File: src/core/qdu_pkg.sv
package qdu_pkg;
	localparam int FRAME_BITS = 24;
	localparam int CMD_HI = 23;
	localparam int CMD_LO = 20;
	localparam int ADDR_HI = 19;
	localparam int ADDR_LO = 16;
	localparam int DATA_HI = 15;
	localparam int DATA_LO = 0;
	localparam int REF_BIT = 0;
	localparam int NUM_CH = 4;
	localparam int DAC_BITS = 16;
	localparam logic [3:0] CMD_WRITE_INPUT = 4'h1;
	localparam logic [3:0] CMD_UPDATE_DAC = 4'h2;
	localparam logic [3:0] CMD_WRITE_UPDATE = 4'h3;
	localparam logic [3:0] CMD_LOAD_MASK = 4'h5;
	localparam logic [3:0] CMD_SOFT_RESET = 4'h6;
	localparam logic [3:0] CMD_REF_SETUP = 4'h7;
	localparam logic [15:0] ZERO_CODE = 16'h0000;
	localparam logic [15:0] MID_CODE = 16'h8000;
	localparam logic [3:0] MASK_RESET = 4'h0;
	localparam logic REF_DISABLE_RESET = 1'b0;
	// Cycles of power-on initialization after reset release
	localparam int POR_CYCLES = 8;
	localparam int POR_CNT_BITS = 4;
endpackage : qdu_pkg

File: src/core/qdu_core.sv
`timescale 1ns/10ps
`default_nettype none
module qdu_core
	import qdu_pkg::*;
(
	input wire logic core_clk_i, // Core clock, 50 MHz
	input wire logic rstn_i, // Power-on reset, active low
	input wire logic sclk_i, // Serial clock pin
	input wire logic sdin_i, // Serial data pin
	input wire logic sync_n_i, // Frame select pin, active low
	input wire logic load_strobe_n_i, // Load strobe pin, active low
	input wire logic hw_reset_n_i, // Hardware reset pin, active low
	input wire logic reset_level_select_i, // 0 zero scale, 1 midscale
	output logic [DAC_BITS-1:0] dac_a_o, // Channel A DAC register
	output logic [DAC_BITS-1:0] dac_b_o, // Channel B DAC register
	output logic [DAC_BITS-1:0] dac_c_o, // Channel C DAC register
	output logic [DAC_BITS-1:0] dac_d_o, // Channel D DAC register
	output logic ref_enable_o, // Internal reference on
	output logic [NUM_CH-1:0] load_mask_o, // Load mask register
	output logic ready_o // Initialization complete
);
	// ==========================================
	// Pin synchronisers
	// ==========================================
	logic [5:0] pins_s;
	// Select pin starts at zero scale so power-up never flashes midscale
	localparam logic [5:0] SYNC_RESET = 6'h3e;
	qdu_sync #(.WIDTH(6), .RESET_VAL(SYNC_RESET)) u_sync (
		.core_clk_i(core_clk_i),
		.rstn_i(rstn_i),
		.async_i({sclk_i, sdin_i, sync_n_i, load_strobe_n_i, hw_reset_n_i,
			reset_level_select_i}),
		.reset_val_i(SYNC_RESET),
		.sync_o(pins_s)
	);
	logic sclk_s;
	logic sdin_s;
	logic sync_n_s;
	logic strobe_n_s;
	logic hw_rst_n_s;
	logic rsel_s;
	assign sclk_s = pins_s[5];
	assign sdin_s = pins_s[4];
	assign sync_n_s = pins_s[3];
	assign strobe_n_s = pins_s[2];
	assign hw_rst_n_s = pins_s[1];
	assign rsel_s = pins_s[0];

	// ==========================================
	// Frame receiver
	// ==========================================
	logic [FRAME_BITS-1:0] word;
	logic word_valid;
	qdu_shift_rx u_rx (
		.core_clk_i(core_clk_i),
		.rstn_i(rstn_i),
		.sclk_s_i(sclk_s),
		.sdin_s_i(sdin_s),
		.sync_n_s_i(sync_n_s),
		.word_o(word),
		.word_valid_o(word_valid)
	);

	// ==========================================
	// Initialization state
	// ==========================================
	typedef enum logic [1:0] {
		QDU_POR,
		QDU_HOLD,
		QDU_RUN
	} qdu_state_e;
	qdu_state_e state;
	logic [POR_CNT_BITS-1:0] por_cnt;
	always_ff @(posedge core_clk_i or negedge rstn_i) begin
		if (!rstn_i) begin
			state <= QDU_POR;
			por_cnt <= '0;
		end else begin
			case (state)
				QDU_POR: begin
					if (!hw_rst_n_s) begin
						por_cnt <= '0;
					end else if (por_cnt == POR_CNT_BITS'(POR_CYCLES - 1)) begin
						state <= QDU_RUN;
					end else begin
						por_cnt <= por_cnt + POR_CNT_BITS'(1);
					end
				end
				QDU_HOLD: begin
					if (hw_rst_n_s)
						state <= QDU_RUN;
				end
				QDU_RUN: begin
					if (!hw_rst_n_s)
						state <= QDU_HOLD;
				end
				default: state <= QDU_POR;
			endcase
		end
	end
	logic running;
	assign running = (state == QDU_RUN) && hw_rst_n_s;

	always_ff @(posedge core_clk_i or negedge rstn_i) begin
		if (!rstn_i)
			ready_o <= 1'b0;
		else
			ready_o <= (state == QDU_RUN);
	end

	// ==========================================
	// Strobe edge and mask handling
	// ==========================================
	logic strobe_n_d;
	always_ff @(posedge core_clk_i or negedge rstn_i) begin
		if (!rstn_i)
			strobe_n_d <= 1'b1;
		else if (state != QDU_RUN)
			strobe_n_d <= 1'b1;
		else
			strobe_n_d <= strobe_n_s;
	end
	logic strobe_fall;
	assign strobe_fall = running && strobe_n_d && !strobe_n_s;

	logic [NUM_CH-1:0] mask;
	assign load_mask_o = mask;

	// Per-channel effective strobe: masked channel sees high
	function automatic logic [NUM_CH-1:0] eff_low(input logic [NUM_CH-1:0] m, input logic pin_low);
		eff_low = pin_low ? ~m : '0;
	endfunction

	// ==========================================
	// Command decode
	// ==========================================
	logic [3:0] cmd;
	logic [NUM_CH-1:0] addr;
	logic [DAC_BITS-1:0] data;
	assign cmd = word[CMD_HI:CMD_LO];
	assign addr = word[ADDR_HI:ADDR_LO];
	assign data = word[DATA_HI:DATA_LO];
	logic cmd_ok;
	assign cmd_ok = word_valid && running;

	logic soft_reset;
	assign soft_reset = cmd_ok && (cmd == CMD_SOFT_RESET);

	logic [DAC_BITS-1:0] reset_code;
	assign reset_code = rsel_s ? MID_CODE : ZERO_CODE;

	always_ff @(posedge core_clk_i or negedge rstn_i) begin
		if (!rstn_i)
			mask <= MASK_RESET;
		else if (soft_reset)
			mask <= MASK_RESET;
		else if (cmd_ok && cmd == CMD_LOAD_MASK)
			mask <= word[NUM_CH-1:0];
	end

	always_ff @(posedge core_clk_i or negedge rstn_i) begin
		if (!rstn_i)
			ref_enable_o <= !REF_DISABLE_RESET;
		else if (soft_reset)
			ref_enable_o <= !REF_DISABLE_RESET;
		else if (cmd_ok && cmd == CMD_REF_SETUP)
			ref_enable_o <= !word[REF_BIT];
	end

	// ==========================================
	// Input and DAC registers
	// ==========================================
	logic [DAC_BITS-1:0] in_reg [NUM_CH];
	logic [DAC_BITS-1:0] dac_reg [NUM_CH];
	logic clear_now;
	logic [NUM_CH-1:0] strobe_low_ch;
	logic pin_low_run;
	assign clear_now = (state == QDU_POR) || !hw_rst_n_s || soft_reset;
	// Strobe held low: mask disregarded, pin acts on all channels
	assign pin_low_run = !strobe_n_s;
	assign strobe_low_ch = eff_low(mask, pin_low_run);

	always_ff @(posedge core_clk_i or negedge rstn_i) begin
		if (!rstn_i) begin
			for (int i = 0; i < NUM_CH; i++) begin
				in_reg[i] <= ZERO_CODE;
				dac_reg[i] <= ZERO_CODE;
			end
		end else if (clear_now) begin
			for (int i = 0; i < NUM_CH; i++) begin
				in_reg[i] <= reset_code;
				dac_reg[i] <= reset_code;
			end
		end else if (running) begin
			for (int i = 0; i < NUM_CH; i++) begin
				if (strobe_fall && !mask[i])
					dac_reg[i] <= in_reg[i];
				if (cmd_ok && addr[i]) begin
					case (cmd)
						CMD_WRITE_INPUT: begin
							in_reg[i] <= data;
							if (strobe_low_ch[i] || pin_low_run)
								dac_reg[i] <= data;
						end
						CMD_UPDATE_DAC: dac_reg[i] <= in_reg[i];
						CMD_WRITE_UPDATE: begin
							in_reg[i] <= data;
							dac_reg[i] <= data;
						end
						default: ;
					endcase
				end
			end
		end
	end

	always_ff @(posedge core_clk_i or negedge rstn_i) begin
		if (!rstn_i) begin
			dac_a_o <= ZERO_CODE;
			dac_b_o <= ZERO_CODE;
			dac_c_o <= ZERO_CODE;
			dac_d_o <= ZERO_CODE;
		end else begin
			dac_a_o <= dac_reg[0];
			dac_b_o <= dac_reg[1];
			dac_c_o <= dac_reg[2];
			dac_d_o <= dac_reg[3];
		end
	end
endmodule : qdu_core
`default_nettype wire

File: src/core/qdu_sync.sv
`timescale 1ns/10ps
`default_nettype none
module qdu_sync #(
	parameter int WIDTH = 1,
	parameter logic [WIDTH-1:0] RESET_VAL = '1
) (
	input wire logic core_clk_i, // Core clock
	input wire logic rstn_i, // Async reset, active low
	input wire logic [WIDTH-1:0] async_i, // Raw pin levels
	input wire logic [WIDTH-1:0] reset_val_i, // Unused at reset, kept constant
	output logic [WIDTH-1:0] sync_o // Synchronised levels
);
	logic [WIDTH-1:0] stage1;
	always_ff @(posedge core_clk_i or negedge rstn_i) begin
		if (!rstn_i) begin
			stage1 <= RESET_VAL;
			sync_o <= RESET_VAL;
		end else begin
			stage1 <= async_i;
			sync_o <= stage1;
		end
	end
	logic unused_ok;
	assign unused_ok = ^reset_val_i;
endmodule : qdu_sync
`default_nettype wire

File: src/core/qdu_shift_rx.sv
`timescale 1ns/10ps
`default_nettype none
module qdu_shift_rx
	import qdu_pkg::*;
(
	input wire logic core_clk_i, // Core clock
	input wire logic rstn_i, // Async reset, active low
	input wire logic sclk_s_i, // Synchronised serial clock
	input wire logic sdin_s_i, // Synchronised serial data
	input wire logic sync_n_s_i, // Synchronised frame select, active low
	output logic [FRAME_BITS-1:0] word_o, // Received word
	output logic word_valid_o // One-cycle pulse, full frame done
);
	logic sclk_d;
	logic sync_n_d;
	logic [4:0] bit_cnt;
	logic [FRAME_BITS-1:0] shreg;
	always_ff @(posedge core_clk_i or negedge rstn_i) begin
		if (!rstn_i) begin
			sclk_d <= 1'b0;
			sync_n_d <= 1'b1;
		end else begin
			sclk_d <= sclk_s_i;
			sync_n_d <= sync_n_s_i;
		end
	end
	// Shift MSB first on falling serial clock edges while framed
	always_ff @(posedge core_clk_i or negedge rstn_i) begin
		if (!rstn_i) begin
			shreg <= '0;
			bit_cnt <= '0;
		end else if (sync_n_s_i && !sync_n_d) begin
			bit_cnt <= '0;
		end else if (!sync_n_s_i && sync_n_d) begin
			bit_cnt <= '0;
		end else if (!sync_n_s_i && sclk_d && !sclk_s_i) begin
			shreg <= {shreg[FRAME_BITS-2:0], sdin_s_i};
			if (bit_cnt != 5'(FRAME_BITS))
				bit_cnt <= bit_cnt + 5'h01;
		end
	end
	// Word latched on every select rising edge, flagged valid only when at least 24 bits came in
	always_ff @(posedge core_clk_i or negedge rstn_i) begin
		if (!rstn_i) begin
			word_o <= '0;
			word_valid_o <= 1'b0;
		end else begin
			word_valid_o <= sync_n_s_i && !sync_n_d && (bit_cnt == 5'(FRAME_BITS));
			if (sync_n_s_i && !sync_n_d)
				word_o <= shreg;
		end
	end
endmodule : qdu_shift_rx
`default_nettype wire

File: config.mk
export PLATFORM = sky130hd
export DESIGN_NAME = qdu_core
export DESIGN_NICKNAME = d
export VERILOG_FILES = /design/src/core/qdu_pkg.sv /design/src/core/qdu_core.sv /design/src/core/qdu_sync.sv /design/src/core/qdu_shift_rx.sv
export SDC_FILE = /design/constraint.sdc
export NUM_CORES = 1
export LEC_CHECK = 0
export BUFFER_PORTS_ARGS = -buffer_cell sky130_fd_sc_hd__buf_2
export CAP_MARGIN = 20
export CORE_AREA = 2 2 147 149
export CTS_BUF_LIST = sky130_fd_sc_hd__clkbuf_2
export DETAILED_ROUTE_END_ITERATION = 12
export DIE_AREA = 0 0 149 151
export GPL_ROUTABILITY_DRIVEN = 1
export GPL_TIMING_DRIVEN = 1
export PLACE_DENSITY = 0.86
export SLEW_MARGIN = 20
export SYNTH_ARGS = -nofsm -noshare
export SYNTH_HDL_FRONTEND = slang
export SYNTH_HIERARCHICAL = 1
export SYNTH_SLANG_ARGS = --single-unit
File: constraint.sdc
create_clock -name core_clk_i -period 2.5 [get_ports core_clk_i]
set_input_delay 0.625 -clock core_clk_i [delete_from_list [all_inputs] [get_ports core_clk_i]]
set_output_delay 0.625 -clock core_clk_i [all_outputs]
set_load 0.1 [all_outputs]
[After elaboration in Yosys (flattened, before gate mapping)]
Cells that the tools add are included.
Storage, ports and cells
  input bits: 8
  flip-flop bits (word level): 273
  logic and storage cells: 147
Operators by class
  reduce and logical (&&, ||, !) cells: 56
  bitwise gates (word level): 3
  add/sub/neg operators: 2
  eq/ne operators: 17
  multiplexer cells: 43
Operators with widths (count)
  two-way mux 16 bit: 18
  two-way mux 64 bit: 4
  one-hot mux 16 bit (3 select lines): 4
  logical AND 1 bit: 20
  two-way mux 4 bit: 5
  two-way mux 5 bit: 4
  equality test 4 x 3 -> 1 bit (second input constant): 4
  nonzero test 2 bit: 8
  AND reduction 3 bit: 5
  zero test 1 bit: 10
  equality test 4 x 2 -> 1 bit (second input constant): 2
  two-way mux 2 bit: 4
  inequality test 2 bit (second input constant): 4
  logical OR 1 bit: 6
  one-hot mux 2 bit (3 select lines): 1
  nonzero test 3 bit: 2
  adder 5 x 1 -> 5 bit (second input constant): 1
  equality test 5 bit (second input constant): 1
  inequality test 5 bit (second input constant): 1
  adder 4 x 1 -> 4 bit (second input constant): 1
  equality test 4 x 1 -> 1 bit (second input constant): 1
  inequality test 2 x 1 -> 1 bit (second input constant): 2
  inverter 4 bit: 1
  AND reduction 2 bit: 2
  other kinds (7): 10

[Depth between registers and ports, before layout]
  depth after elaboration: 11
  depth in mapped cells: 9
  depth with buffers taken out: 6

[Hierarchy]
The synthesis kept the hierarchy.
Modules (own cells, without submodules)
  qdu_core: cells each 892, instances 1, area an instance 9334.0 µm², sequential area each 5132.4 µm²
  qdu_shift_rx: cells each 142, instances 1, area an instance 2247.2 µm², sequential area each 1402.6 µm²
  qdu_sync: cells each 12, instances 1, area an instance 312.8 µm², sequential area each 312.8 µm²

[Worst setup path after synthesis]
Ideal clock, no wire load.
  path kind: register -> register
  from: reg mask[3], in the netlist load_mask_o[3]
  to: reg dac_reg[14] (netlist name)
  slack: 235 ps
  setup time: 126 ps
  buffers on the path: 2
  data arrival time: 2139 ps
  cell stages (with the launch flop): 7
  path through: dfrtp_1 or4b_1 buf_2 buf_6 mux2i_1 a21oi_1 a221o_1
Between the ends
  cells in the longest elaborated chain, start to end: 8
Ends and longest elaborated chain
  from (decl): RTL line qdu_core.sv:126  | logic [NUM_CH-1:0] mask;
  from (signal assigned): RTL line qdu_core.sv:158  | mask <= word[NUM_CH-1:0];
  zero test 1 bit or inverter 4 bit (tied branches): RTL line qdu_core.sv:196, qdu_core.sv:131
  logical AND 1 bit or two-way mux 4 bit (tied branches): RTL line qdu_core.sv:196, qdu_core.sv:131
  two-way mux 16 bit or logical OR 1 bit (tied branches): RTL line qdu_core.sv:196, qdu_core.sv:202
  two-way mux 16 bit: RTL line qdu_core.sv:202  | if (strobe_low_ch[i] || pin_low_run)
  one-hot mux 16 bit (3 select lines): RTL line qdu_core.sv:199  | case (cmd)
  two-way mux 16 bit (*): RTL line qdu_core.sv:198  | if (cmd_ok && addr[i]) begin
  two-way mux 64 bit (*): RTL line qdu_core.sv:194  | end else if (running) begin
  two-way mux 64 bit (*): RTL line qdu_core.sv:189  | end else if (clear_now) begin
  to (signal, indexed assignment): RTL line qdu_core.sv:192  | dac_reg[i] <= reset_code;
  to (signal, indexed assignment): RTL line qdu_core.sv:197  | dac_reg[i] <= in_reg[i];
  to (signal, indexed assignment): RTL line qdu_core.sv:203  | dac_reg[i] <= data;
  to (decl): RTL line qdu_core.sv:174  | logic [DAC_BITS-1:0] dac_reg [NUM_CH];
Mark *: on every way between the ends. The rest lies on a longest branch, timed or not. The select of a mux whose other input is x is not followed.
A chain may end at the register's enable or synchronous reset.

[Worst setup path after layout]
  from: reg ref_enable_o
  to: out ref_enable_o
RTL lines
  from (decl): RTL line qdu_core.sv:18  | output logic ref_enable_o,
  from (signal assigned): RTL line qdu_core.sv:163  | ref_enable_o <= !REF_DISABLE_RESET;
  from (signal assigned): RTL line qdu_core.sv:165  | ref_enable_o <= !REF_DISABLE_RESET;
  from (signal assigned): RTL line qdu_core.sv:167  | ref_enable_o <= !word[REF_BIT];
No word-level cell between the ends.

==> impl_results.rst <==
.. list-table::
   :header-rows: 1

   * - Metric
     - Value
   * - Run status
     - completed
   * - Cell breakdown of the critical path
     - buf_2
   * - Largest clock skew in the final design
     - 83.7 ps
   * - Setup violations, final
     - 0
   * - DIE AREA
     - 22500 um2
   * - Rel. slew slack
     - 44.4%
   * - Critical path arrival
     - 1710 ps
   * - Hold Fails Final Rpt
     - 0
   * - Clk network pwr share
     - 33.1%
   * - Post-Route Hold Slack
     - 350 ps
   * - Vias in the first global route
     - 8942
   * - Post-route antenna net violation count
     - 0
   * - Type of the setup path with the least slack
     - flip-flop to primary output
   * - Most common library cell in the layout ignoring fill and taps
     - sky130_fd_sc_hd__dfrtp_1
   * - Area of the core region
     - 20800 um2
   * - Achievable clock frequency
     - 0.427 GHz
   * - Data required time at the worst endpoint
     - 1880 ps
   * - Yosys warnings
     - 6
   * - Startpoint type of the worst setup path
     - flip-flop
   * - Biggest cell delay along the critical path
     - between 500 and 600 ps
   * - Number of buffers inserted by port buffering
     - 77
   * - Final layout net count
     - 1172
   * - Synth Cell Area
     - 11900 um2
   * - DRC errors left
     - 0
   * - Routed via count divided by cell count
     - ~6.0
   * - Cell Pwr Density
     - ~680 nW/um2
   * - Power share of the sequential group
     - 54.0%
   * - Hold Crit Class
     - primary input to asynchronous set/reset pin
   * - Total CTS buffers
     - 67
   * - Via Count
     - 8967
   * - Reg-to-Reg End
     - dac_reg[49]
   * - Number of core rows
     - 53
   * - Share of final-layout standard cells stronger than drive strength 1
     - 30.1%
   * - Number of antenna violations at the first check in global routing
     - 1
   * - Worst reg2reg path startpoint
     - u_rx/word_o[23]
   * - Synthesized net count
     - 1057
   * - Final critical delay including setup and external delays
     - about 2300 ps
   * - Worst VDD drop
     - 0.363 mV
   * - Total power draw
     - between 9 and 10 mW
   * - Max_cap viols
     - 0
   * - Critical Path Sink Type
     - primary output
   * - Routed wire per std cell
     - 19.1 um
   * - Clock Path Buffers
     - 3
   * - Leakage power of the design
     - approximately 6.6 nW
   * - TritonCTS clock tree
     - yes
   * - Hold buffers post-CTS
     - 7
   * - Floorplan die width
     - 149 um
   * - Most frequent cells in the layout
     - sky130_fd_sc_hd__dfrtp_1, sky130_fd_sc_hd__nand2_1, sky130_fd_sc_hd__a21oi_1
   * - Library cell contributing the largest single delay on the critical path
     - sky130_fd_sc_hd__dfstp_2
   * - First-pass DRT Iterations
     - 8
   * - Remaining global-route overflow
     - 0
   * - Final count of pins violating max slew
     - 0
   * - Latest clock arrival within the worst-skew pair
     - 820 ps
   * - Starting density of the core
     - 57.1%
   * - Maximum fanout along the worst path
     - 2
   * - Routability-driven placement congestion ratio
     - approximately 0.88
   * - Total non-filler cell area in the finished layout
     - 13400 um2
   * - Combinational fraction of design power
     - about 13%
   * - Cell family contributing the most delay on the critical path
     - flip-flops
   * - Switching power
     - between 2 and 3 mW
   * - Clk Tree Root Cell
     - sky130_fd_sc_hd__clkbuf_2
   * - Count of filler cells inserted in the layout
     - 1583
   * - End point of the critical path
     - ref_enable_o
   * - Tightest Pin Transition
     - approximately 820 ps
   * - Switching part of the total power
     - 30.4%
   * - Period utilization
     - 93.6%
   * - Maximum number of pins on one net before global-route repair
     - 65
   * - Wire length after detailed routing
     - between 20000 and 30000 um
   * - Placed instance area
     - 12700 um2
   * - Syn avg cell area
     - 11.4 um2
   * - Flop-to-flop setup slack
     - a little under 300 ps
   * - Number of instances in the synthesized netlist
     - 1044
   * - Overall track demand over capacity in global routing
     - 25.8%
   * - Synth-to-Final Area Change
     - 12.3%
   * - Wire length of the first global-routing pass
     - 45300 um
   * - R2r worst-path depth
     - 6
   * - # clock sinks
     - 273
   * - Vertical die dimension
     - 151 um
   * - Depth of the critical timing path with buffers and inverters included
     - 1
   * - Setup repair after global routing missed its margin
     - no
   * - Source of the critical timing path
     - ref_enable_o
   * - Post-CTS clock slew at the launch and capture registers of the worst setup and hold paths
     - 110 ps
   * - Placed wire-length estimate after detailed placement
     - 18600 um
   * - H-tree Lvls
     - 3
   * - Setup TNS
     - 0 ps
   * - Cell-internal power
     - 6.28 mW
   * - Buffers & Inverters on Critical Path
     - 1
   * - Cts repair resizes
     - 0
   * - Number of top-level design ports
     - 78
   * - Total setup buffers inserted after CTS
     - 0
   * - First-iteration detailed-routing DRC count
     - 824
## power groups by stage
stage                     Combinational, mW  Sequential [mW]  Clock (mW)
after floorplan                       0.674             5.03           0
after global placement                 1.12             4.93           0
after detailed placement               1.15             4.95           0
after CTS                              1.16             4.87        3.08
after global routing                   1.24             4.91        3.32
final                                  1.16             4.88        2.99
## through the flow
| step | utilization (%) | worst slack (ps) | std cells |
|---|---|---|---|
| 2_1_floorplan | - | 235 | 1044 |
| 3_3_place_gp | 60.8 | 372 | 1358 |
| 3_5_place_dp | 60.8 | 302 | 1358 |
| 4_1_cts | 64.1 | 74.4 | 1484 |
| 5_1_grt | 64.1 | 51.7 | 1485 |
| 6_report | 64.1 | 160 | 1485 |
## per-layer routing
layer | routed length (um) | part of all wire [%] | track usage, %
met4 | 593 | 2.1 | 10.3
met1 | 11500 | 41 | 34.8
met5 | 0 | 0 | 0
met2 | 13300 | 47 | 39.9
met3 | 2910 | 10 | 7.11
## final cells by class
cell class	instances	area, um2	share of cell area (%)
sequential	273	6850	51.3
multi-input combinational	693	4690	35.1
timing repair buffer	118	821	6.15
clock buffer	94	470	3.52
tap	275	344	2.58
clock inverter	25	160	1.20
inverter	6	22.5	0.169
antenna	1	2.50	0.0187
## how the worst min path moves through the flow
stage | startpoint | to | slack, ps
after CTS | rstn_i | u_sync/stage1[0] | 300
final | rstn_i | in_reg[19] | 350
after global routing | rstn_i | ready_o | 310
after detailed placement | u_sync/stage1[0] | u_sync/sync_o[0] | 340
after floorplan | rstn_i | dac_a_o[0] | 330
after global placement | u_sync/stage1[0] | u_sync/sync_o[0] | 340
No activity file was read; power rests on OpenSTA's default activity.
